`config.mk`:
```
export PLATFORM = sky130hd
export DESIGN_NAME = ihc_ctrl_regs
export DESIGN_NICKNAME = d
export VERILOG_FILES = /design/src/ihc_pkg.sv /design/src/ihc_host_seq.sv /design/src/ihc_ctrl_regs.sv
export SDC_FILE = /design/constraint.sdc
export NUM_CORES = 1
export LEC_CHECK = 0
export BUFFER_PORTS_ARGS = -buffer_cell sky130_fd_sc_hd__buf_4
export CAP_MARGIN = 10
export CORE_MARGIN = 3
export CORE_UTILIZATION = 47
export DETAILED_ROUTE_END_ITERATION = 8
export PLACE_DENSITY = 0.76
export SETUP_SLACK_MARGIN = 0.05
export SKIP_LAST_GASP = 1
export SYNTH_ARGS = -nofsm -noshare
export SYNTH_HDL_FRONTEND = slang
export SYNTH_HIERARCHICAL = 1
export SYNTH_SLANG_ARGS = --single-unit
```
`constraint.sdc`:
```
create_clock -name mclk -period 1.3 [get_ports mclk]
set_input_delay 0.13 -clock mclk [delete_from_list [all_inputs] [get_ports mclk]]
set_output_delay 0.13 -clock mclk [all_outputs]
set_load 0.1 [all_outputs]
```
`src/ihc_pkg.sv`:
```
// constants for the host bus control register block
package ihc_pkg;
	localparam int DW = 24;
	localparam int AW = 8;
	localparam logic [7:0] OFF_DEV_CTRL = 8'h00;
	localparam logic [7:0] OFF_HOST_CFG = 8'h01;
	localparam logic [7:0] OFF_HOST_XFER = 8'h03;
	localparam logic [23:0] RST_DEV_CTRL = 24'h000000;
	localparam logic [23:0] RST_HOST_CFG = 24'h120140;
	localparam logic [23:0] RST_HOST_XFER = 24'h000000;
	localparam logic [23:0] MASK_DEV_CTRL = 24'hE00041;
	localparam logic [23:0] MASK_HOST_CFG = 24'h3E01FE;
	localparam logic [23:0] MASK_HOST_XFER = 24'h020000;
	localparam int B_SINGLE_CAP = 23;
	localparam int B_FORCE_LOCAL = 22;
	localparam int B_PASSTHRU = 21;
	localparam int B_BURST = 6;
	localparam int B_SOFT_RST = 0;
	localparam int B_DIR_LO = 20;
	localparam int B_DIR_HI = 21;
	localparam int B_HOST_EN = 19;
	localparam int B_MAN_TRIG = 18;
	localparam int B_SAMPLE_TRIG = 17;
	localparam int B_EE_ADDR_LO = 2;
	localparam int B_EE_ADDR_HI = 8;
	localparam int B_SWAP = 1;
	localparam int B_NUM_TRAN = 17;
	localparam int B_RESULT_HI = 7;
	typedef enum logic [1:0] {
		IHC_IDLE,
		IHC_ISSUE,
		IHC_WAIT
	} ihc_seq_t;
endpackage

```
`src/ihc_host_seq.sv`:
```
// host bus transaction sequencer with read-byte capture
`timescale 1ns/10ps
`default_nettype none
module ihc_host_seq (
	input  wire logic       mclk,
	input  wire logic       rst,
	input  wire logic       ce,
	input  wire logic       soft_rst,
	input  wire logic       trigger,
	input  wire logic       allowed,
	input  wire logic       two_trans,
	input  wire logic [1:0] dir,
	input  wire logic       swap,
	input  wire logic       xfer_done,
	input  wire logic [7:0] xfer_rdata,
	output logic            xfer_start,
	output logic            xfer_read,
	output logic            xfer_index,
	output logic            busy,
	output logic [7:0]      result
);
	ihc_pkg::ihc_seq_t state_reg, state_next;
	logic       idx_reg, idx_next;
	logic       start_reg, start_next;
	logic       read_reg, read_next;
	logic [7:0] res_reg, res_next;
	logic       busy_reg, busy_next;

	function automatic logic [7:0] rev8(input logic [7:0] d);
		logic [7:0] r;
		r = '0;
		for (int i = 0; i < 8; i++) begin
			r[i] = d[7 - i];
		end
		return r;
	endfunction

	always_comb begin
		state_next = state_reg;
		idx_next = idx_reg;
		start_next = 1'b0;
		read_next = read_reg;
		res_next = res_reg;
		case (state_reg)
			ihc_pkg::IHC_IDLE: begin
				if (trigger && allowed) begin
					idx_next = 1'b0;
					state_next = ihc_pkg::IHC_ISSUE;
				end
			end
			ihc_pkg::IHC_ISSUE: begin
				start_next = 1'b1;
				read_next = dir[idx_reg];
				state_next = ihc_pkg::IHC_WAIT;
			end
			ihc_pkg::IHC_WAIT: begin
				if (xfer_done) begin
					if (read_reg) begin
						res_next = swap ? rev8(xfer_rdata) : xfer_rdata;
					end
					if (two_trans && !idx_reg) begin
						idx_next = 1'b1;
						state_next = ihc_pkg::IHC_ISSUE;
					end else begin
						state_next = ihc_pkg::IHC_IDLE;
					end
				end
			end
			default: state_next = ihc_pkg::IHC_IDLE;
		endcase
		if (soft_rst) begin
			state_next = ihc_pkg::IHC_IDLE;
			idx_next = 1'b0;
			start_next = 1'b0;
			read_next = 1'b0;
			res_next = '0;
		end
		busy_next = (state_next != ihc_pkg::IHC_IDLE);
	end

	always_ff @(posedge mclk or posedge rst) begin
		if (rst) begin
			state_reg <= ihc_pkg::IHC_IDLE;
			idx_reg <= 1'b0;
			start_reg <= 1'b0;
			read_reg <= 1'b0;
			res_reg <= '0;
			busy_reg <= 1'b0;
		end else if (ce) begin
			state_reg <= state_next;
			idx_reg <= idx_next;
			start_reg <= start_next;
			read_reg <= read_next;
			res_reg <= res_next;
			busy_reg <= busy_next;
		end
	end

	assign xfer_start = start_reg;
	assign xfer_read = read_reg;
	assign xfer_index = idx_reg;
	assign busy = busy_reg;
	assign result = res_reg;
endmodule
`default_nettype wire

```
`src/ihc_ctrl_regs.sv`:
```
// control registers for capture, soft reset and the host bus
//
// Contract
// - writing 1 starts one capture; bit self-clears once capture completes
// - force-local bit lets own host reach target registers at any address
// - passthrough bit disables own host and joins host and target buses
// - burst bit allows continuous multi-register access on the target port
// - writing soft reset restores every register default, including itself
// - direction field: 0 write, 1 read; low bit first transaction; reset 1
// - host starts a sequence only while host enable is 1; reset 0
// - manual trigger bit launches host sequence when per-sample trigger off
// - per-sample trigger (reset 1) launches host at each sample start
// - seven-bit eeprom address field, reset 50h, drives host bus address
// - bit-reverse bit reverses each byte the host reads
// - transaction count bit: 0 one transaction, 1 two transactions
// - host read byte appears in read-only result field
`timescale 1ns/10ps
`default_nettype none
module ihc_ctrl_regs (
	input  wire logic        mclk,
	input  wire logic        rst,
	input  wire logic        ce,
	input  wire logic [7:0]  reg_addr,
	input  wire logic [23:0] reg_wdata,
	input  wire logic        reg_wr,
	input  wire logic        reg_rd,
	input  wire logic        sample_start,
	input  wire logic        capture_done,
	input  wire logic        xfer_done,
	input  wire logic [7:0]  xfer_rdata,
	output logic [23:0]      reg_rdata,
	output logic             capture_start,
	output logic             soft_reset_out,
	output logic             burst_register_access,
	output logic             force_local_access,
	output logic             bus_passthrough,
	output logic [6:0]       eeprom_addr,
	output logic             xfer_start,
	output logic             xfer_read,
	output logic             xfer_index,
	output logic             host_busy
);
	logic [23:0] dev_reg, dev_next;
	logic [23:0] cfg_reg, cfg_next;
	logic [23:0] xfr_reg, xfr_next;
	logic [23:0] rdata_reg, rdata_next;
	logic        cap_reg, cap_next;
	logic        srst_reg, srst_next;
	logic        trig_pulse;
	logic        host_trig;
	logic        allowed;
	logic [7:0]  result;

	function automatic logic hit(input logic [7:0] a, input logic [7:0] off);
		return a == off;
	endfunction

	always_comb begin
		dev_next = dev_reg;
		cfg_next = cfg_reg;
		xfr_next = xfr_reg;
		rdata_next = rdata_reg;
		cap_next = 1'b0;
		srst_next = 1'b0;
		// manual trigger lives one cycle, a refused one is dropped
		trig_pulse = cfg_reg[ihc_pkg::B_MAN_TRIG];
		cfg_next[ihc_pkg::B_MAN_TRIG] = 1'b0;
		if (capture_done) begin
			dev_next[ihc_pkg::B_SINGLE_CAP] = 1'b0;
		end
		if (reg_wr && hit(reg_addr, ihc_pkg::OFF_DEV_CTRL)) begin
			dev_next = reg_wdata & ihc_pkg::MASK_DEV_CTRL;
			cap_next = reg_wdata[ihc_pkg::B_SINGLE_CAP];
			srst_next = reg_wdata[ihc_pkg::B_SOFT_RST];
			dev_next[ihc_pkg::B_SOFT_RST] = 1'b0;
		end
		if (reg_wr && hit(reg_addr, ihc_pkg::OFF_HOST_CFG)) begin
			cfg_next = reg_wdata & ihc_pkg::MASK_HOST_CFG;
		end
		if (reg_wr && hit(reg_addr, ihc_pkg::OFF_HOST_XFER)) begin
			xfr_next = (reg_wdata & ihc_pkg::MASK_HOST_XFER) | {16'h0000, result};
		end else begin
			xfr_next[ihc_pkg::B_RESULT_HI:0] = result;
		end
		if (reg_rd) begin
			if (hit(reg_addr, ihc_pkg::OFF_DEV_CTRL)) begin
				rdata_next = dev_reg;
			end else if (hit(reg_addr, ihc_pkg::OFF_HOST_CFG)) begin
				rdata_next = cfg_reg;
			end else if (hit(reg_addr, ihc_pkg::OFF_HOST_XFER)) begin
				rdata_next = xfr_reg;
			end else begin
				rdata_next = 24'h000000;
			end
		end
		if (srst_reg) begin
			dev_next = ihc_pkg::RST_DEV_CTRL;
			cfg_next = ihc_pkg::RST_HOST_CFG;
			xfr_next = ihc_pkg::RST_HOST_XFER;
			cap_next = 1'b0;
			trig_pulse = 1'b0;
		end
		host_trig = cfg_reg[ihc_pkg::B_SAMPLE_TRIG] ? sample_start
			: trig_pulse;
	end

	always_ff @(posedge mclk or posedge rst) begin
		if (rst) begin
			dev_reg <= ihc_pkg::RST_DEV_CTRL;
			cfg_reg <= ihc_pkg::RST_HOST_CFG;
			xfr_reg <= ihc_pkg::RST_HOST_XFER;
			rdata_reg <= 24'h000000;
			cap_reg <= 1'b0;
			srst_reg <= 1'b0;
		end else if (ce) begin
			dev_reg <= dev_next;
			cfg_reg <= cfg_next;
			xfr_reg <= xfr_next;
			rdata_reg <= rdata_next;
			cap_reg <= cap_next;
			srst_reg <= srst_next;
		end
	end

	// host starts only when enabled and not bypassed
	assign allowed = cfg_reg[ihc_pkg::B_HOST_EN]
		&& !dev_reg[ihc_pkg::B_PASSTHRU];

	ihc_host_seq u_seq (
		.mclk       (mclk),
		.rst        (rst),
		.ce         (ce),
		.soft_rst   (srst_reg),
		.trigger    (host_trig),
		.allowed    (allowed),
		.two_trans  (xfr_reg[ihc_pkg::B_NUM_TRAN]),
		.dir        (cfg_reg[ihc_pkg::B_DIR_HI:ihc_pkg::B_DIR_LO]),
		.swap       (cfg_reg[ihc_pkg::B_SWAP]),
		.xfer_done  (xfer_done),
		.xfer_rdata (xfer_rdata),
		.xfer_start (xfer_start),
		.xfer_read  (xfer_read),
		.xfer_index (xfer_index),
		.busy       (host_busy),
		.result     (result)
	);

	assign reg_rdata = rdata_reg;
	assign capture_start = cap_reg;
	assign soft_reset_out = srst_reg;
	assign burst_register_access = dev_reg[ihc_pkg::B_BURST];
	assign force_local_access = dev_reg[ihc_pkg::B_FORCE_LOCAL];
	assign bus_passthrough = dev_reg[ihc_pkg::B_PASSTHRU];
	assign eeprom_addr =
		cfg_reg[ihc_pkg::B_EE_ADDR_HI:ihc_pkg::B_EE_ADDR_LO];
endmodule
`default_nettype wire

```
# After elaboration in Yosys (flattened, before gate mapping)
# Index checks and enable logic that the tools add are counted.
classes:
  n_lt_le_gt_ge: 1
  eq_ne: 7
  mux: 37
  bitwise_logic: 1
  reduce_logical: 28
ops:
  columns: ["cell", "n"]
  rows:
  - ["24-bit 2-to-1 mux", 8]
  - ["8-bit 2-to-1 mux", 6]
  - ["18-bit by 8-bit OR with 18-bit output", 1]
  - ["1-bit 2-to-1 mux", 17]
  - ["16-bit 2-to-1 mux", 1]
  - ["2-bit nonzero test", 8]
  - ["2-bit AND reduction", 6]
  - ["8-bit by 1-bit equality test with 1-bit output, second input constant", 1]
  - ["8-bit by 2-bit equality test with 1-bit output, second input constant", 1]
  - ["8-bit logical NOT", 1]
  - ["1-bit logical AND", 6]
  - ["2-bit 2-to-1 mux", 3]
  - ["3-bit by 2-bit != test with 1-bit output, second input constant", 2]
  - ["2-bit one-hot mux with 3 select lines", 1]
  - ["3-bit nonzero test", 2]
  - ["5-bit AND reduction", 1]
  - ["4-bit AND reduction", 1]
  - ["3-bit != test, second input constant", 1]
  - ["2-bit by 1-bit equality test with 1-bit output, second input constant", 1]
  - ["2-bit equality test, second input constant", 1]
  - ["1-bit logical NOT", 2]
  - ["2-bit logical NOT", 1]
  - ["1-bit by 2-bit less-than comparator with 1-bit output, second input constant", 1]
  - ["1-bit one-hot mux with 2 select lines", 1]
word_totals:
  register_bits: 112
  input_bits: 48

# Longest topological paths before layout
depth:
  depth_word: 7
  mapped_depth: 5
  mapped_depth_nobuf: 5

# Hierarchy
# The synthesis kept the hierarchy.
modules_own_cells:
  columns: ["mod", "n_inst", "cells_per_inst", "area_each_um2"]
  rows:
  - ["ihc_ctrl_regs", 1, 239, 2337.2]
  - ["ihc_host_seq", 1, 62, 716.9]

# Worst setup path before layout
# No wires, ideal clock.
synth_path:
  path_kind: "register -> register"
  start: "register srst_reg, in the netlist soft_reset_out"
  end: "register u_seq.idx_reg, in the netlist u_seq/xfer_index"
  arrival_ns: 1.870
  required_time_ns: 1.220
  setup_slack_ns: -0.650
  stages_incl_launch_ff: 6
  n_path_buf: 1
  period_less_slack_ns: 1.950
  cell_sequence: "dfrtp_1 -> clkbuf_1 -> o31ai_1 -> nand4bb_1 -> nand2b_1 -> a21oi_1"
synth_between:
  elab_chain_cells: 5
  elab_cells_between_ends: 9
  classes_between: "eq/ne: 3; mux: 3; reduce/logical: 3"
synth_lines:
  columns: ["element", "line_no", "rtl"]
  rows:
  - ["start, declared", "ihc_ctrl_regs.sv:48", "logic srst_reg, srst_next;"]
  - ["start signal, assigned", "ihc_ctrl_regs.sv:121", "srst_reg <= srst_next;"]
  - ["1-bit 2-to-1 mux", "ihc_ctrl_regs.sv:96", "if (srst_reg) begin"]
  - ["1-bit 2-to-1 mux", "ihc_ctrl_regs.sv:103", "host_trig = cfg_reg[ihc_pkg::B_SAMPLE_TRIG] ? sample_start"]
  - ["via host_trig", "ihc_ctrl_regs.sv:50", "logic host_trig;"]
  - ["1-bit logical AND", "ihc_host_seq.sv:46", "if (trigger && allowed) begin"]
  - ["3-bit by 2-bit != test with 1-bit output (no line)", null, null]
  - ["5-bit AND reduction (no line)", null, null]
  - ["end signal, assigned", "ihc_host_seq.sv:91", "idx_reg <= idx_next;"]
  - ["end, declared", "ihc_host_seq.sv:23", "logic idx_reg, idx_next;"]
# The timed path passes the listed nets, and every way through them passes these cells.
# A chain may end at the register's enable or synchronous reset.

# Worst setup path after layout
layout_path:
  start: "register srst_reg, in the netlist soft_reset_out"
  end: "register u_seq.res_reg[5], in the netlist u_seq/result[5]"
layout_between:
  elab_chain_cells: 2
  elab_cells_between_ends: 5
  classes_between: "mux: 1; reduce/logical: 4"
layout_lines:
  columns: ["element", "line_no", "rtl"]
  rows:
  - ["2-bit nonzero test (no line)", null, null]
  - ["4-bit AND reduction (no line)", null, null]
  - ["end signal, assigned", "ihc_host_seq.sv:94", "res_reg <= res_next;"]
  - ["end, declared", "ihc_host_seq.sv:26", "logic [7:0] res_reg, res_next;"]
# Several ways; a longest one is shown, not always the timed one.

==> results.json <==
{
  "synth.yosys.seq_area_share_pct": 48.5,
  "antenna_found_initial": 0,
  "core-area_sq_um": 6100,
  "fin_crit_sh_pct": 98.9,
  "clock_latency_ns": 0.36,
  "synthMuxAreaShare_pct": 3.32,
  "root_buffer": "clkbuf_8",
  "grt_max_degree": 46,
  "p_total_uw": 5270,
  "initial_core_util_pct": 50.1,
  "hpwlAfterDp_mm": 5.98,
  "area_growth_pct": 38.0,
  "yosys.area_share.simple_pct": 15.6,
  "cts-buffers-inserted": 9,
  "max_freq_mhz": 778,
  "antennaDiodeCount": 0,
  "worst_slew_pin_slew_ns": 0.552,
  "grt_pass1_wl_mm": 13.6,
  "crit_type": "reg2reg",
  "die_w_microns": 86.6,
  "wirelength_mm": 8.56,
  "cts_tree": "built",
  "ant_nets": 0,
  "critPathRequiredTime_ns": 1.59,
  "synth_flop_cell": "dfrtp_1",
  "syn_inst": 301,
  "synth_fp_nets": 349,
  "syn_area_sq_um": 3050,
  "largest_reg_flops": 17,
  "start_kind": "flop",
  "vias_per_cell": 5.99,
  "die_y_microns": 86.6,
  "core.rowCount": 28,
  "wl_per_cell_microns": 18.2,
  "yosys_register_bits": 59,
  "place_congestion": 0.841,
  "async_flop_share_pct": 100,
  "layout_common_cells": "96 x buf_4, 48 x dfrtp_1, 25 x nor2_1",
  "final_common_cell": "buf_4",
  "drive_above_1_share_pct": 42.9,
  "timing.hold.ws_ns": 0.0209,
  "synth_top_family_by_area": "compound AO/OA/AOI/OAI gates",
  "synth-adder-area-share_pct": 0,
  "slew_viol_final": 0,
  "setup_violations": 0,
  "synth_edf_count": 0,
  "cts_max_path_buffers": 2,
  "power_density_nw_per_um2": 1250,
  "finClkSkew_ns": 0.00949,
  "worstHoldPathType": "in2reg",
  "cap_viol_max_count": 0,
  "grt_overflow_total": 0,
  "crit_fanout": 8,
  "status": "complete, no violations",
  "stdcell_area_sq_um": 4210,
  "nNetsFinal": 439,
  "die-area_sq_um": 7500,
  "dr.pass1.iters": 4,
  "synthXorXnorAreaFrac_pct": 0,
  "relSlewSlack_pct": 63.2,
  "avgSynthCellArea_sq_um": 10.1,
  "synth_compound_area_share_pct": 22.7,
  "yosys_warnings": 6,
  "cts.htree.levels": 3,
  "port-buffer-count": 79,
  "leakagePower_uw": 0.00197,
  "track_usage_pct": 23.6,
  "cts_sinks": 59,
  "hold_viol_final": 0,
  "min_period_ns": 1.29,
  "critPathArrivalTime_ns": 1.57,
  "path_clk_slew_ns": 0.08,
  "rsz0062_at_grt": "yes",
  "drc": 0,
  "yosysUniqueCellTypes": 49,
  "vias": 2819,
  "end_kind": "flop",
  "ir_drop_uv": 1070,
  "io_pins": 88,
  "drtIter0Drc": 137,
  "grt_pass1_vias": 2707,
  "placed_area_sq_um": 3790,
  "n_fill_cell": 492
}
cell usage after synthesis, types with 3 or more instances:
master,count,area share [%]
dfrtp_1,55,45
nor2_1,25,3.1
nand2_1,23,2.8
inv_1,22,2.7
buf_4,17,4.2
a311o_1,12,3.9
a311oi_1,11,3.2
nand3_1,11,1.8
mux2i_1,9,2.9
a21oi_1,8,1.3
a22o_1,8,2.3
a31oi_1,8,1.6
o2bb2ai_1,8,2.3
buf_2,7,1.1
clkbuf_1,7,0.86
o21ai_0,7,1.1
o221ai_1,7,2.0
o31ai_1,7,1.7
a211oi_1,4,0.98
dfstp_2,4,3.4
nor2b_1,4,0.82
nand3b_1,3,0.74
logic make-up (layout without fill, tap and decap cells):
| logic type | Yosys count | in the layout |
|---|---|---|
| multiplexers | 10 | 10 |
| buffers and inverters | 57 | 152 |
| AND/OR/NAND/NOR | 87 | 87 |
| AO/OA/AOI/OAI | 88 | 88 |
| flip-flops | 59 | 59 |
where the power goes:
part           switching, uW  internal (uW)
clock                    859            719
combinational            788            530
sequential               237           2130
metrics by stage:
step / worst slack [ns] / util [%] / instances / TNS [ns]
floorplan: -0.192 / - / 301 / -0.885
global placement: -0.0452 / 62.3 / 447 / -0.0971
detailed placement: -0.104 / 62.3 / 447 / -1.02
CTS: 0.00306 / 67.1 / 466 / 0
global route: -0.0489 / 69.1 / 471 / -0.252
finish: 0.0146 / 69.1 / 471 / 0
repair_timing:
| action | in CTS | in global routing |
|---|---|---|
| resized for setup | 19 | 21 |
| pin swaps | 5 | 4 |
| hold buffers | 1 | 0 |
| setup buffers | 2 | 5 |
| endpoints found under the hold margin | 55 | 0 |
| cloned | 0 | 0 |
| setup endpoints to repair | 18 | 42 |
final timing paths:
kind	endpoint	slack (ns)	cells past startpoint	start
worst max-delay path	u_seq/result[5]	0.01	5	soft_reset_out
worst min-delay path	cfg_reg[5]	0.02	2	reg_wdata[5]
worst max register to register	u_seq/result[5]	0.01	5	soft_reset_out
worst min register to register	reg_rdata[0]	0.50	2	reg_rdata[0]
max in group asynchronous	u_seq/xfer_read	0.50	3	rst
min in group asynchronous	reg_rdata[17]	0.37	4	rst
worst max-delay path, stage by stage (launching register included):
cell	delay, ns
dfrtp_4	0.54
buf_6	0.15
buf_6	0.12
o21ai_4	0.15
buf_12	0.14
o2bb2ai_1	0.11
routing by layer:
metal / track usage, % / wire (microns)
met1: 29.4 / 3580
met4: 7.51 / 191
met5: 0 / 0
met2: 39.8 / 4340
met3: 6.56 / 454
area by class of cell:
class | instances | area [sq um] | share of cell area, %
repair buffers | 114 | 978 | 23.2
clock buffers | 9 | 124 | 2.94
well taps | 75 | 93.8 | 2.23
multi-input cells | 185 | 1380 | 32.8
inverters | 22 | 82.6 | 1.96
clock inverters | 7 | 58.8 | 1.40
flip-flops and latches | 59 | 1500 | 35.5
No activity file was read; power rests on OpenSTA's default activity.
